--- config.mk ---
export PLATFORM = sky130hd
export DESIGN_NAME = fantp_top
export DESIGN_NICKNAME = d
export VERILOG_FILES = /design/src/design/fantp_pkg.sv /design/src/design/fantp_fan_out.sv /design/src/design/fantp_top.sv
export SDC_FILE = /design/constraint.sdc
export NUM_CORES = 1
export LEC_CHECK = 0
export BUFFER_PORTS_ARGS = -buffer_cell sky130_fd_sc_hd__buf_2
export CAP_MARGIN = 25
export CELL_PAD_IN_SITES_DETAIL_PLACEMENT = 1
export CELL_PAD_IN_SITES_GLOBAL_PLACEMENT = 1
export CORE_MARGIN = 2
export CORE_UTILIZATION = 42
export DETAILED_ROUTE_END_ITERATION = 10
export PLACE_DENSITY_LB_ADDON = 0.1
export SLEW_MARGIN = 30
export SYNTH_ARGS = -nofsm -noshare
export SYNTH_HDL_FRONTEND = slang
export SYNTH_SLANG_ARGS = --single-unit
--- constraint.sdc ---
create_clock -name mclk -period 3 [get_ports mclk]
set_input_delay 0.3 -clock mclk [delete_from_list [all_inputs] [get_ports mclk]]
set_output_delay 0.3 -clock mclk [all_outputs]
set_load 0.01 [all_outputs]
--- src/design/fantp_pkg.sv ---
package fantp_pkg;
    localparam int NFAN  = 4;
    localparam int NTACH = 5;

    // Register indices; the APB byte address is index * 4
    localparam logic [NFAN-1:0][9:0]  FREQ_IDX  = {10'h060, 10'h010, 10'h002, 10'h000};
    localparam logic [NFAN-1:0][9:0]  VAL_IDX   = {10'h061, 10'h011, 10'h003, 10'h001};
    localparam logic [NTACH-1:0][9:0] CNT_IDX   = {10'h053, 10'h03f, 10'h02a, 10'h029, 10'h028};
    localparam logic [NTACH-1:0][9:0] DIV_IDX   = {10'h074, 10'h073, 10'h072, 10'h071, 10'h070};
    localparam logic [NFAN-1:0][9:0]  TBASE_IDX = {10'h07b, 10'h07a, 10'h079, 10'h078};
    localparam logic [NFAN-1:0][9:0]  TEMP_IDX  = {10'h07f, 10'h07e, 10'h07d, 10'h07c};
    localparam logic [9:0]            MODE_IDX  = 10'h080;
    localparam logic [9:0]            BRG_IDX   = 10'h081;
    localparam logic [9:0]            QLO_IDX   = 10'h082;
    localparam logic [9:0]            QHI_IDX   = 10'h083;
    localparam logic [9:0]            RAWLO_IDX = 10'h084;
    localparam logic [9:0]            RAWHI_IDX = 10'h085;
    localparam logic [9:0]            STAT_IDX  = 10'h086;

    // Reset values
    localparam logic [7:0]  VAL_RST   = 8'hff;
    localparam logic [7:0]  FREQ_RST  = 8'h04;
    localparam logic [2:0]  DIV_RST   = 3'h1;
    localparam logic [15:0] QTR_RST   = 16'h007c;

    // Field positions
    localparam int DAC_LSB  = 2;
    localparam int TEMP_LSB = 6;
    localparam int STAT_ST  = 4;

    // Timing
    localparam int CLK_MHZ       = 250;
    localparam int TACH_REF_HZ   = 22500;
    localparam int TACH_TICK_CYC = CLK_MHZ * 1000000 / TACH_REF_HZ;
    localparam int PECI_POLL_US  = 1000;
    localparam int PECI_POLL_CYC = PECI_POLL_US * CLK_MHZ;
    localparam int BASE_W        = 24;
    localparam int POLL_W        = 24;
    localparam int PWM_PRESCALE  = 4;
    localparam logic [7:0] PWM_LAST = 8'hfe;

    // Fixed temperature request: two timing bits, address, lengths, command, check byte
    localparam int PECI_TX_BITS = 42;
    localparam int PECI_RX_BITS = 24;
    localparam logic [7:0] PECI_FCS = 8'h00;
    localparam logic [PECI_TX_BITS-1:0] PECI_TX = {2'h3, 8'h30, 8'h01, 8'h02, 8'h01, PECI_FCS};

    typedef enum logic [3:0] {
        P_IDLE = 4'h1,
        P_TX   = 4'h2,
        P_RX   = 4'h4,
        P_BRG  = 4'h8
    } fantp_peci_st_t;

    typedef struct packed {
        logic        psel;
        logic        penable;
        logic        pwrite;
        logic [11:0] paddr;
        logic [31:0] pwdata;
    } fantp_apb_req_t;

    typedef struct packed {
        logic [31:0] prdata;
        logic        pready;
        logic        pslverr;
    } fantp_apb_rsp_t;
endpackage : fantp_pkg

--- src/design/fantp_fan_out.sv ---
`timescale 1ns/10ps
module fantp_fan_out #(
    parameter int PRESCALE = fantp_pkg::PWM_PRESCALE
) (
    input  wire logic       mclk,
    input  wire logic       rst,
    input  wire logic [7:0] freq,
    input  wire logic [7:0] val,
    input  wire logic       dcMode,
    output logic            pwmOut,
    output logic [5:0]      dacCode
);
    typedef struct packed {
        logic [15:0] pre;
        logic [7:0]  step;
        logic        out;
        logic [5:0]  dac;
    } fantp_fan_state_t;

    fantp_fan_state_t s_q;
    fantp_fan_state_t s_d;
    logic [15:0]      lim;
    logic             stepTick;

    // Step length grows with the frequency code, so a larger code means a slower period
    assign lim      = 16'((16'(freq) + 16'h0001) * 16'(PRESCALE) - 16'h0001);
    // Not an equality test: a shorter step after a frequency write would else wait for the prescaler to wrap
    assign stepTick = (s_q.pre >= lim);

    always_comb begin
        s_d     = s_q;
        s_d.pre = stepTick ? 16'h0000 : s_q.pre + 16'h0001;
        if (stepTick) begin
            s_d.step = (s_q.step >= fantp_pkg::PWM_LAST) ? 8'h00 : s_q.step + 8'h01;
        end
        s_d.out = ~dcMode & (s_q.step < val);
        s_d.dac = dcMode ? val[7:fantp_pkg::DAC_LSB] : 6'h00;
    end

    always_ff @(posedge mclk) begin
        if (rst) begin
            s_q     <= '0;
            s_q.out <= 1'b1;
        end else begin
            s_q <= s_d;
        end
    end

    assign pwmOut  = s_q.out;
    assign dacCode = s_q.dac;
endmodule : fantp_fan_out

--- src/design/fantp_top.sv ---
`timescale 1ns/10ps
module fantp_top #(
    parameter int TACH_TICK = fantp_pkg::TACH_TICK_CYC,
    parameter int POLL_CYC  = fantp_pkg::PECI_POLL_CYC
) (
    input  wire logic                                 mclk,
    input  wire logic                                 rst,
    input  fantp_pkg::fantp_apb_req_t                 apbReq,
    output fantp_pkg::fantp_apb_rsp_t                 apbRsp,
    input  wire logic [fantp_pkg::NTACH-1:0]          tachIn,
    output logic [fantp_pkg::NFAN-1:0]                pwmOut,
    output logic [fantp_pkg::NFAN-1:0][5:0]           dacCode,
    output logic [fantp_pkg::NFAN-1:0][7:0]           fanTemp,
    input  wire logic                                 peciIn,
    output logic                                      peciOut,
    output logic                                      peciOe,
    input  wire logic                                 sidebandHostPinIn,
    output logic                                      sidebandHostPinOut,
    output logic                                      sidebandHostPinOe
);
    localparam int NF  = fantp_pkg::NFAN;
    localparam int NT  = fantp_pkg::NTACH;
    localparam int BW  = fantp_pkg::BASE_W;
    localparam int PW  = fantp_pkg::POLL_W;
    localparam int TXB = fantp_pkg::PECI_TX_BITS;
    localparam int RXB = fantp_pkg::PECI_RX_BITS;
    localparam int TL  = fantp_pkg::TEMP_LSB;

    typedef struct packed {
        logic [NF-1:0][7:0]        freq;
        logic [NF-1:0][7:0]        val;
        logic [NF-1:0][7:0]        tbase;
        logic [NF-1:0][7:0]        temp;
        logic [NF-1:0]             dcMode;
        logic                      bridge;
        logic [15:0]               qtr;
        logic [NT-1:0][2:0]        div;
        logic [NT-1:0][7:0]        run;
        logic [NT-1:0][7:0]        cnt;
        logic [NT-1:0][6:0]        pre;
        logic [NT-1:0]             tS1;
        logic [NT-1:0]             tS2;
        logic [NT-1:0]             tS3;
        logic [BW-1:0]             base;
        logic                      pS1;
        logic                      pS2;
        logic                      sS1;
        logic                      sS2;
        fantp_pkg::fantp_peci_st_t st;
        logic [PW-1:0]             poll;
        logic [15:0]               qCnt;
        logic [1:0]                qIdx;
        logic [5:0]                bitIdx;
        logic [RXB-1:0]            rx;
        logic [15:0]               raw;
        logic                      rxOk;
        logic                      pOut;
        logic                      pOe;
        logic                      sOut;
        logic                      sOe;
        logic [2:0]                pHist;
        logic [2:0]                sHist;
        logic [31:0]               prdata;
    } fantp_top_state_t;

    fantp_top_state_t s_q;
    fantp_top_state_t s_d;
    logic             tick;
    logic             qEnd;
    logic             txBit;
    logic             setup;
    logic             wr;
    logic             hit;
    logic [9:0]       idx;
    logic [31:0]      rd;
    logic [NT-1:0]    tachEdge;
    logic             hostEcho;
    logic             wireEcho;

    assign setup    = apbReq.psel & ~apbReq.penable;
    assign wr       = apbReq.psel & apbReq.penable & apbReq.pwrite;
    assign idx      = apbReq.paddr[11:2];
    assign tick     = (s_q.base == BW'(TACH_TICK - 1));
    assign qEnd     = (s_q.qCnt == s_q.qtr);
    assign tachEdge = s_q.tS2 & ~s_q.tS3;
    assign txBit    = fantp_pkg::PECI_TX[TXB - 1 - int'(s_q.bitIdx)];
    // Own drive reaches the far synchroniser a few cycles late; repeating it back would latch both sides high
    assign hostEcho = s_q.sOe | (|s_q.sHist);
    assign wireEcho = (s_q.pOe & s_q.pOut) | (|s_q.pHist);

    always_comb begin
        s_d = s_q;

        // Pins from outside pass two flops before use
        s_d.tS1 = tachIn;
        s_d.tS2 = s_q.tS1;
        s_d.tS3 = s_q.tS2;
        s_d.pS1 = peciIn;
        s_d.pS2 = s_q.pS1;
        s_d.sS1 = sidebandHostPinIn;
        s_d.sS2 = s_q.sS1;
        s_d.pHist = {s_q.pHist[1:0], s_q.pOe & s_q.pOut};
        s_d.sHist = {s_q.sHist[1:0], s_q.sOe};

        // Shared reference tick, each tach prescales it by its own divisor
        s_d.base = tick ? '0 : s_q.base + 1'b1;
        for (int i = 0; i < NT; i++) begin
            if (tick) begin
                if (s_q.pre[i] >= 7'((8'h01 << s_q.div[i]) - 8'h01)) begin
                    s_d.pre[i] = 7'h00;
                    // Saturate so a period over 255 prescaled ticks reads as the slowest speed; a stalled fan gives no edge and keeps its last count
                    if (s_q.run[i] != 8'hff) begin
                        s_d.run[i] = s_q.run[i] + 8'h01;
                    end
                end else begin
                    s_d.pre[i] = s_q.pre[i] + 7'h01;
                end
            end
            if (tachEdge[i]) begin
                s_d.cnt[i] = s_q.run[i];
                s_d.run[i] = 8'h00;
                s_d.pre[i] = 7'h00;
            end
        end

        // Integer part of the reading plus each base offset, wrapped to eight bits
        for (int i = 0; i < NF; i++) begin
            s_d.temp[i] = s_q.tbase[i] + s_q.raw[TL+7:TL];
        end

        // Quarter-bit timer; idle and bridge states keep it cleared
        if (qEnd || s_q.st == fantp_pkg::P_IDLE || s_q.st == fantp_pkg::P_BRG) begin
            s_d.qCnt = 16'h0000;
        end else begin
            s_d.qCnt = s_q.qCnt + 16'h0001;
        end
        s_d.sOut = 1'b0;
        s_d.sOe  = 1'b0;

        unique case (s_q.st)
            fantp_pkg::P_IDLE: begin
                s_d.pOut = 1'b0;
                s_d.pOe  = 1'b1;
                s_d.qIdx = 2'h0;
                s_d.bitIdx = 6'h00;
                // Bridge only takes over between frames, never cutting one short
                if (s_q.bridge) begin
                    s_d.st   = fantp_pkg::P_BRG;
                    s_d.poll = '0;
                end else if (s_q.poll == PW'(POLL_CYC - 1)) begin
                    s_d.st   = fantp_pkg::P_TX;
                    s_d.poll = '0;
                end else begin
                    s_d.poll = s_q.poll + 1'b1;
                end
            end
            fantp_pkg::P_TX: begin
                // Rising edge opens every bit; a one stays high three quarters
                s_d.pOe  = 1'b1;
                s_d.pOut = (s_q.qIdx == 2'h0) | (txBit & (s_q.qIdx != 2'h3));
                if (qEnd) begin
                    s_d.qIdx = s_q.qIdx + 2'h1;
                    if (s_q.qIdx == 2'h3) begin
                        s_d.bitIdx = s_q.bitIdx + 6'h01;
                        if (s_q.bitIdx == 6'(TXB - 1)) begin
                            s_d.st     = fantp_pkg::P_RX;
                            s_d.bitIdx = 6'h00;
                        end
                    end
                end
            end
            fantp_pkg::P_RX: begin
                // Master still makes the bit edge, then lets the client hold the wire
                s_d.pOe  = (s_q.qIdx == 2'h0);
                s_d.pOut = (s_q.qIdx == 2'h0);
                if (qEnd) begin
                    s_d.qIdx = s_q.qIdx + 2'h1;
                    if (s_q.qIdx == 2'h1) begin
                        s_d.rx = {s_q.rx[RXB-2:0], s_q.pS2};
                    end
                    if (s_q.qIdx == 2'h3) begin
                        s_d.bitIdx = s_q.bitIdx + 6'h01;
                        if (s_q.bitIdx == 6'(RXB - 1)) begin
                            s_d.st   = fantp_pkg::P_IDLE;
                            s_d.raw  = {s_q.rx[15:8], s_q.rx[23:16]};
                            s_d.rxOk = 1'b1;
                        end
                    end
                end
            end
            fantp_pkg::P_BRG: begin
                // Either side driving high is repeated; the host side wins a clash
                s_d.pOut = s_q.sS2 & ~hostEcho;
                s_d.pOe  = s_q.sS2 & ~hostEcho;
                s_d.sOut = s_q.pS2;
                s_d.sOe  = s_q.pS2 & ~s_q.sS2 & ~wireEcho;
                if (!s_q.bridge) begin
                    s_d.st = fantp_pkg::P_IDLE;
                end
            end
        endcase

        // Register file: zero wait, read data captured in the setup cycle
        hit = 1'b0;
        rd  = 32'h0000_0000;
        for (int i = 0; i < NF; i++) begin
            if (idx == fantp_pkg::FREQ_IDX[i]) begin
                hit = 1'b1;
                rd  = {24'h000000, s_q.freq[i]};
                if (wr) s_d.freq[i] = apbReq.pwdata[7:0];
            end
            if (idx == fantp_pkg::VAL_IDX[i]) begin
                hit = 1'b1;
                rd  = {24'h000000, s_q.val[i]};
                // Low bits are kept even in DC mode; the converter ignores them
                if (wr) s_d.val[i] = apbReq.pwdata[7:0];
            end
            if (idx == fantp_pkg::TBASE_IDX[i]) begin
                hit = 1'b1;
                rd  = {24'h000000, s_q.tbase[i]};
                if (wr) s_d.tbase[i] = apbReq.pwdata[7:0];
            end
            if (idx == fantp_pkg::TEMP_IDX[i]) begin
                hit = 1'b1;
                rd  = {24'h000000, s_q.temp[i]};
            end
        end
        for (int i = 0; i < NT; i++) begin
            if (idx == fantp_pkg::CNT_IDX[i]) begin
                hit = 1'b1;
                rd  = {24'h000000, s_q.cnt[i]};
            end
            if (idx == fantp_pkg::DIV_IDX[i]) begin
                hit = 1'b1;
                rd  = {29'h00000000, s_q.div[i]};
                if (wr) s_d.div[i] = apbReq.pwdata[2:0];
            end
        end
        if (idx == fantp_pkg::MODE_IDX) begin
            hit = 1'b1;
            rd  = {28'h0000000, s_q.dcMode};
            if (wr) s_d.dcMode = apbReq.pwdata[NF-1:0];
        end
        if (idx == fantp_pkg::BRG_IDX) begin
            hit = 1'b1;
            rd  = {31'h00000000, s_q.bridge};
            if (wr) s_d.bridge = apbReq.pwdata[0];
        end
        if (idx == fantp_pkg::QLO_IDX) begin
            hit = 1'b1;
            rd  = {24'h000000, s_q.qtr[7:0]};
            if (wr) s_d.qtr[7:0] = apbReq.pwdata[7:0];
        end
        if (idx == fantp_pkg::QHI_IDX) begin
            hit = 1'b1;
            rd  = {24'h000000, s_q.qtr[15:8]};
            if (wr) s_d.qtr[15:8] = apbReq.pwdata[7:0];
        end
        if (idx == fantp_pkg::RAWLO_IDX) begin
            hit = 1'b1;
            rd  = {24'h000000, s_q.raw[7:0]};
        end
        if (idx == fantp_pkg::RAWHI_IDX) begin
            hit = 1'b1;
            rd  = {24'h000000, s_q.raw[15:8]};
        end
        if (idx == fantp_pkg::STAT_IDX) begin
            hit = 1'b1;
            rd  = {24'h000000, s_q.st, 3'h0, s_q.rxOk};
        end
        if (setup) begin
            s_d.prdata = rd;
        end
    end

    always_ff @(posedge mclk) begin
        if (rst) begin
            s_q        <= '0;
            s_q.freq   <= {NF{fantp_pkg::FREQ_RST}};
            s_q.val    <= {NF{fantp_pkg::VAL_RST}};
            s_q.div    <= {NT{fantp_pkg::DIV_RST}};
            s_q.qtr    <= fantp_pkg::QTR_RST;
            s_q.st     <= fantp_pkg::P_IDLE;
            s_q.pOe    <= 1'b1;
        end else begin
            s_q <= s_d;
        end
    end

    for (genvar g = 0; g < NF; g++) begin : g_fan
        fantp_fan_out u_out (
            .mclk    (mclk),
            .rst     (rst),
            .freq    (s_q.freq[g]),
            .val     (s_q.val[g]),
            .dcMode  (s_q.dcMode[g]),
            .pwmOut  (pwmOut[g]),
            .dacCode (dacCode[g])
        );
    end

    assign fanTemp            = s_q.temp;
    assign peciOut            = s_q.pOut;
    assign peciOe             = s_q.pOe;
    assign sidebandHostPinOut = s_q.sOut;
    assign sidebandHostPinOe  = s_q.sOe;
    assign apbRsp.prdata      = s_q.prdata;
    assign apbRsp.pready      = 1'b1;
    assign apbRsp.pslverr     = apbReq.psel & apbReq.penable & ~hit;
endmodule : fantp_top

==> out/metrics.csv, run 1 <==
stage,metric,value,unit
pwr,intPower,13.0,mW
timing,worst_slack,-0.389,ns
layout,fillers,8253,
pwr,leakage,14.4,nW
pwr,p_per_area,477,nW/µm²
timing,tightest_slew,1.11,ns
yosys,yosysWarningCount,0,
yosys,yosys.area.top_type,dfxtp_1,
drt,dr_wl_met2,53.5,mm
timing,skew,0.0231,ns
floorplanning,io_pins,154,
clock_network,clk_pin_slew,0.06,ns
pwr,swShare,24.3,%
global_routing,grt_util_all_layers,28.1,%
drt,drt-initial-drc-count,1716,
clock_network,numClockSinks,557,
clock_network,clk_path_buf_depth,3,
placement,place_hpwl,77.5,mm
drt,routed_wl,106,mm
status,violations,setup timing,
timing,setup_viol,54,
worst_hold_path,hold_path_class,in -> reg,
timing,clock.fmax,295,MHz
drt,avgRoutedWirePerCell,21.8,µm
clock_network,htreeDepth,3,
layout,nNetsFinal,4140,
floorplanning,die_x,271,µm
global_routing,grt_start_max_net_pins,86,
placement,placed_cell_area,32200,µm²
placement,portBuffers,102,
drt,wl_met1,44.7,mm
timing,hold_viol_final,0,
pwr,combinationalPowerShare,6.0,%
pwr,p_total,17.2,mW
pwr,pwr-share-clk,50.3,%
global_routing,antenna_found_initial,9,
timing,min_period,3.39,ns
critical_path,end_kind,register,
clock_network,clockRootBuffer,clkbuf_16,
clock_network,cts_made_buffers,67,
layout,regArea,11200,µm²
yosys,synth.yosys.seq_area_share,37.2,%
placement,gp_congestion,0.936,
floorplanning,floorplan.initialDensity,42.6,%
yosys,synth_top_area_share,37.2,%
drt,maxUsedRoutingLayer,met5,
timing,finalCritPeriodShare,113,%
drt,met3WireLength,4.21,mm
pwr,power.switching,4.19,mW
layout,drive_gt1_share,17.9,%
critical_path,cp.required,3.50,ns
critical_path,path_class,reg -> reg,
clock_network,cts_tree,built,
yosys,ys_async_sr_fraction,0,%
yosys,synthDistinctLibCells,88,
global_routing,grt_pass1_wl,165,mm
pwr,seqPwrFrac,43.7,%
critical_path,cp_max_fo,4,
clock_network,clk_latency,0.62,ns
yosys,yosys-top-cells-area,"dfxtp_1, ha_1, nand2_1",
yosys,synth-seq-cells,557,
timing,slew_headroom,25.4,%
timing,rsz0062_at_grt,true,
timing,report.final.slew_viol_count,0,
critical_path,startpoint_type,register,
drt,dr.pass1.iters,5,
drt,num_vias,27872,
floorplanning,rows,97,
pwr,max-vdd-ir-drop,0.440,mV
yosys,synth-main-ff-cell,dfxtp_1,
yosys,synth_enable_flop_cells,0,
layout,finalInstanceArea,36100,µm²
status,status,"finished, violations left",
floorplanning,core_area,70400,µm²
critical_path,cp.arrival,3.89,ns
yosys,synthCells,3699,
layout,syn2layout_area_growth,20.6,%
drt,vias_per_cell,5.70,
global_routing,overflow,0,
yosys,synth_area,30000,µm²
floorplanning,die_area,73500,µm²
global_routing,grt_pass1_vias,29124,
drt,drc_errors,0,
layout,multiInputGateArea,18300,µm²
timing,finalSetupTns,-6.07,ns
flow_run,maxCapViolCount,0,
drt,ant_nets,0,
floorplanning,die_y,271,µm
layout,final_core_util,51.3,%
yosys,syn_avg_cell_area,8.10,µm²
what timing repair did:
item | in CTS | in global routing
buffers inserted | 16 | 14
hold buffers | 7 | 0
pin swaps | 61 | 79
gates cloned | 2 | 3
endpoints found under the setup margin | 78 | 108
hold endpoints to repair | 7 | 0
gates resized for setup | 135 | 154
synthesized netlist by cell type (17+ instances only):
cell / number
a211oi_1: 19
a21o_1: 31
a21oi_1: 265
a22oi_1: 17
a31oi_1: 19
and2_1: 40
and3_1: 44
buf_1: 21
buf_4: 93
clkbuf_1: 126
dfxtp_1: 557
ha_1: 186
inv_1: 114
mux2i_1: 77
nand2_1: 471
nand2b_1: 23
nand3_1: 192
nand4_1: 57
nor2_1: 421
nor2b_1: 69
nor3_1: 66
nor4_1: 26
o211ai_1: 47
o21ai_0: 165
o22ai_1: 27
or3_1: 41
or4_1: 19
xnor2_1: 110
xor2_1: 115
through the flow:
stage	setup WS, ns	instances	hold slack, ns
after floorplan	-0.197	3722	0.414
after global placement	-0.286	4724	0.420
after detailed placement	-0.377	4724	0.427
after CTS	-0.183	4868	0.0518
after global routing	-0.488	4886	0.0870
final	-0.389	4886	0.0751
final timing paths:
path	start	to	slack [ns]	depth (start not counted)
setup / recovery	s_q[434]	g_fan[1].u_out.s_q[13]	-0.39	15
hold / removal	rst	s_q[59]	0.08	2
setup reg to reg	s_q[434]	g_fan[1].u_out.s_q[13]	-0.39	15
hold reg to reg	s_d[172]	s_d[167]	0.44	1
sequential cells by signal, indices dropped and copies added (netlist names):
| register | cells |
|---|---|
| s_q | 373 |
| g_fan.u_out.s_q | 96 |
| fanTemp | 32 |
| g_fan.u_out.dacCode | 24 |
| s_d | 16 |
| apbRsp | 8 |
| g_fan.u_out.pwmOut | 4 |
| peciOe | 1 |
| peciOut | 1 |
| sidebandHostPinOe | 1 |
| sidebandHostPinOut | 1 |
cells in the final DEF (no fill, tap or decap), types with 25 or more instances in the layout:
master	Yosys	routed
a21o_1	31	30
nor2_1	421	359
nand4_1	57	57
buf_6	3	26
dfxtp_1	557	540
and3_1	44	39
conb_1	2	25
nor2_4	1	32
o21ai_0	165	151
nor2_2	2	33
xor2_1	115	115
and2_1	40	38
nor3_1	66	53
nand3_1	192	188
nor2b_1	69	67
buf_2	14	101
or3_1	41	39
ha_1	186	175
buf_4	93	215
xnor2_1	110	102
o211ai_1	47	47
inv_1	114	112
clkbuf_16	0	71
mux2i_1	77	77
a21oi_1	265	254
nand2_1	471	465
power groups by stage:
stage                     logic [mW]  registers, mW  clock network [mW]
after floorplan                0.614           7.68                   0
after global placement         0.932           7.69                   0
after detailed placement       0.952           7.70                   0
after CTS                      0.988           7.53                8.86
after global routing            1.12           7.54                9.12
final                           1.03           7.53                8.67
routing by layer:
metal	up-vias	GRT usage, %
met3	220	3.88
met4	12	10.4
met5	-	0
met2	584	50.4
li1	13211	-
met1	13845	34.0
critical path: stages, from the launching register on:
cell and delay [ns]:
dfxtp_2 0.33, buf_6 0.12, and3_4 0.18, buf_6 0.12
buf_6 0.13, nor3_4 0.16, a31oi_4 0.06, nor3_4 0.26
xnor2_1 0.18, ha_1 0.28, a21o_1 0.19, a211o_1 0.32
a211oi_4 0.30, nor3b_2 0.11, and4_1 0.22, nor4_1 0.32
area by class of cell:
class	count	share of cell area, %
repair buffers	360	7.51
clock inverters	30	1.24
multi-input cells	2792	50.5
diodes	2	0.0139
clock buffers	89	5.26
well taps	940	3.26
flip-flops and latches	557	31.0
inverters	116	1.21
kinds of logic (layout without fill, tap and decap cells):
family,after synthesis,in the layout,share of synthesized area (%)
xor+xnor,225,225,6.58
fa+ha+maj,190,190,8.03
buf+inv,373,595,5.97
compound gates,718,718,14.7
flops,557,557,37.2
simple gates,1549,1549,24.6
other cells,2,27,0.0251
mux,85,85,2.87
Power figures use the tool's default switching activity.
==> run 2: changes to the inputs <==
==> constraint.sdc (replaced) <==
create_clock -name mclk -period 3 [get_ports mclk]
set_input_delay 0.6 -clock mclk [delete_from_list [all_inputs] [get_ports mclk]]
set_output_delay 0.6 -clock mclk [all_outputs]
set_load 0.01 [all_outputs]
==> out/metrics.csv, run 2 (synthesis results as in run 1) <==
stage,metric,value,unit
drt,drc_errors,0,
placement,place_hpwl,80.4,mm
drt,num_vias,28166,
flow_run,maxCapViolCount,0,
drt,drt-initial-drc-count,1443,
layout,nNetsFinal,4237,
critical_path,path_buf_inv,2,
critical_path,startpoint_type,register,
status,status,"finished, violations left",
placement,dp_slack,-0.433,ns
critical_path,cp_max_fo,6,
critical_path,end_kind,register,
clock_network,clk_path_buf_depth,3,
timing,tightest_slew,0.996,ns
timing,min_period,3.32,ns
timing,skew,0.0320,ns
drt,vias_per_cell,5.66,
critical_path,path_class,reg -> reg,
layout,antennaDiodeCount,0,
layout,stdcell_count,4977,
placement,portBuffers,102,
clock_network,clk_latency,0.62,ns
floorplanning,die_area,73500,µm²
placement,dp.cells,4810,
layout,final_common_cell,dfxtp_1,
floorplanning,die_y,271,µm
critical_path,cp.required,3.52,ns
global_routing,grt_pass1_wl,168,mm
pwr,max-vdd-ir-drop,0.408,mV
critical_path,max_stage_delay,0.55,ns
global_routing,grt_util_all_layers,28.7,%
critical_path,worstPathCellList,buf_6 > and3_4 > nor4_4 > o21bai_4 > or4_4 > o21a_1 > ha_4 > buf_4 > a211o_1 > a211oi_4 > nor3_2 > and2_4 > nor4_2,
layout,finalInstanceArea,37000,µm²
layout,largest_register_ff_count,373,
timing,slew_headroom,33.0,%
drt,dr.pass1.iters,7,
global_routing,overflow,0,
floorplanning,io_pins,154,
placement,gp_congestion,0.934,
timing,finalCritPeriodShare,111,%
floorplanning,rows,97,
global_routing,grt_pass1_vias,29509,
placement,placed_cell_area,32900,µm²
timing,clock.fmax,301,MHz
clock_network,clk_pin_slew,0.06,ns
layout,final_core_util,52.6,%
pwr,p_per_area,454,nW/µm²
floorplanning,core_area,70400,µm²
drt,routed_wl,110,mm
global_routing,antenna_found_initial,1,
critical_path,cp.arrival,3.84,ns
critical_path,slowest_stage,or4_4,
clock_network,clockRootBuffer,clkbuf_16,
clock_network,numClockSinks,557,
timing,setup_viol,62,
layout,syn2layout_area_growth,23.6,%
layout,drive_gt1_share,20.7,%
drt,ant_nets,0,
critical_path,path_delay_family,simple AND/OR/NAND/NOR gates,
pwr,leakage,14.9,nW
layout,layout_common_cells,"dfxtp_1, nand2_1, nor2_1",
timing,hold_viol_final,0,
critical_path,r2r_setup_slack,-0.32,ns
clock_network,cts_made_buffers,67,
timing,rsz0062_at_grt,true,
floorplanning,die_x,271,µm
worst_hold_path,hold_path_class,in -> reg,
clock_network,cts_tree,built,
timing,worst_slack,-0.323,ns
floorplanning,floorplan.initialDensity,42.6,%
timing,report.final.slew_viol_count,0,
global_routing,grt_start_max_net_pins,59,
status,violations,setup timing,
layout,largest-register,s_q,
drt,avgRoutedWirePerCell,22.0,µm
clock_network,htreeDepth,3,
[run 2: worst paths after layout]
kind / startpoint / endpoint / cells after the start
hold / removal: tachIn[2] / s_d[170] / 2
setup / recovery: s_q[433] / g_fan[1].u_out.s_q[12] / 13
setup reg to reg: s_q[433] / g_fan[1].u_out.s_q[12] / 13
hold reg to reg: s_d[169] / s_d[164] / 1
[run 2: metrics by stage]
step	TNS [ns]	power (mW)	hold slack, ns
after global placement	-5.34	8.65	0.419
final	-8.03	16.8	0.184
after floorplan	-3.11	8.29	0.414
after global routing	-21.06	17.4	0.192
after detailed placement	-14.77	8.70	0.425
after CTS	-2.74	16.9	0.153
[run 2: final cells by class]
cell class	instances	area [µm²]
sequential	557	11200
timing repair buffer	457	3540
multi-input combinational	2792	18500
clock inverter	25	280
fill	8357	33300
clock buffer	90	1910
tap	940	1180
inverter	116	439
[run 2: what timing repair did]
item,CTS,global route
resized for setup,116,248
hold buffers,0,0
buffers inserted,20,28
gates cloned,3,5
endpoints found under the setup margin,77,98
pin swaps,72,101
[run 2: power by group]
group | internal [mW] | switching (mW)
logic | 0.358 | 0.744
clock network | 4.83 | 3.36
registers | 7.45 | 0.0785
[run 2: per-layer routing]
| metal | wire length (µm) | GRT usage, % | vias up | part of all wire, % |
|---|---|---|---|---|
| met2 | 55300 | 51.5 | 577 | 50 |
| met1 | 46300 | 35.2 | 13990 | 42 |
| met3 | 4280 | 3.88 | 195 | 3.9 |
| li1 | - | - | 13402 | - |
| met5 | 13 | 0 | - | 0.012 |
| met4 | 3610 | 9.41 | 2 | 3.3 |
[run 2: worst reg2reg max path, cell delays in order, from the launching register on]
cell,delay [ns]
dfxtp_2,0.34
buf_6,0.13
and3_4,0.19
nor4_4,0.19
o21bai_4,0.09
or4_4,0.55
o21a_1,0.16
ha_4,0.23
buf_4,0.13
a211o_1,0.35
a211oi_4,0.34
nor3_2,0.11
and2_4,0.16
nor4_2,0.28
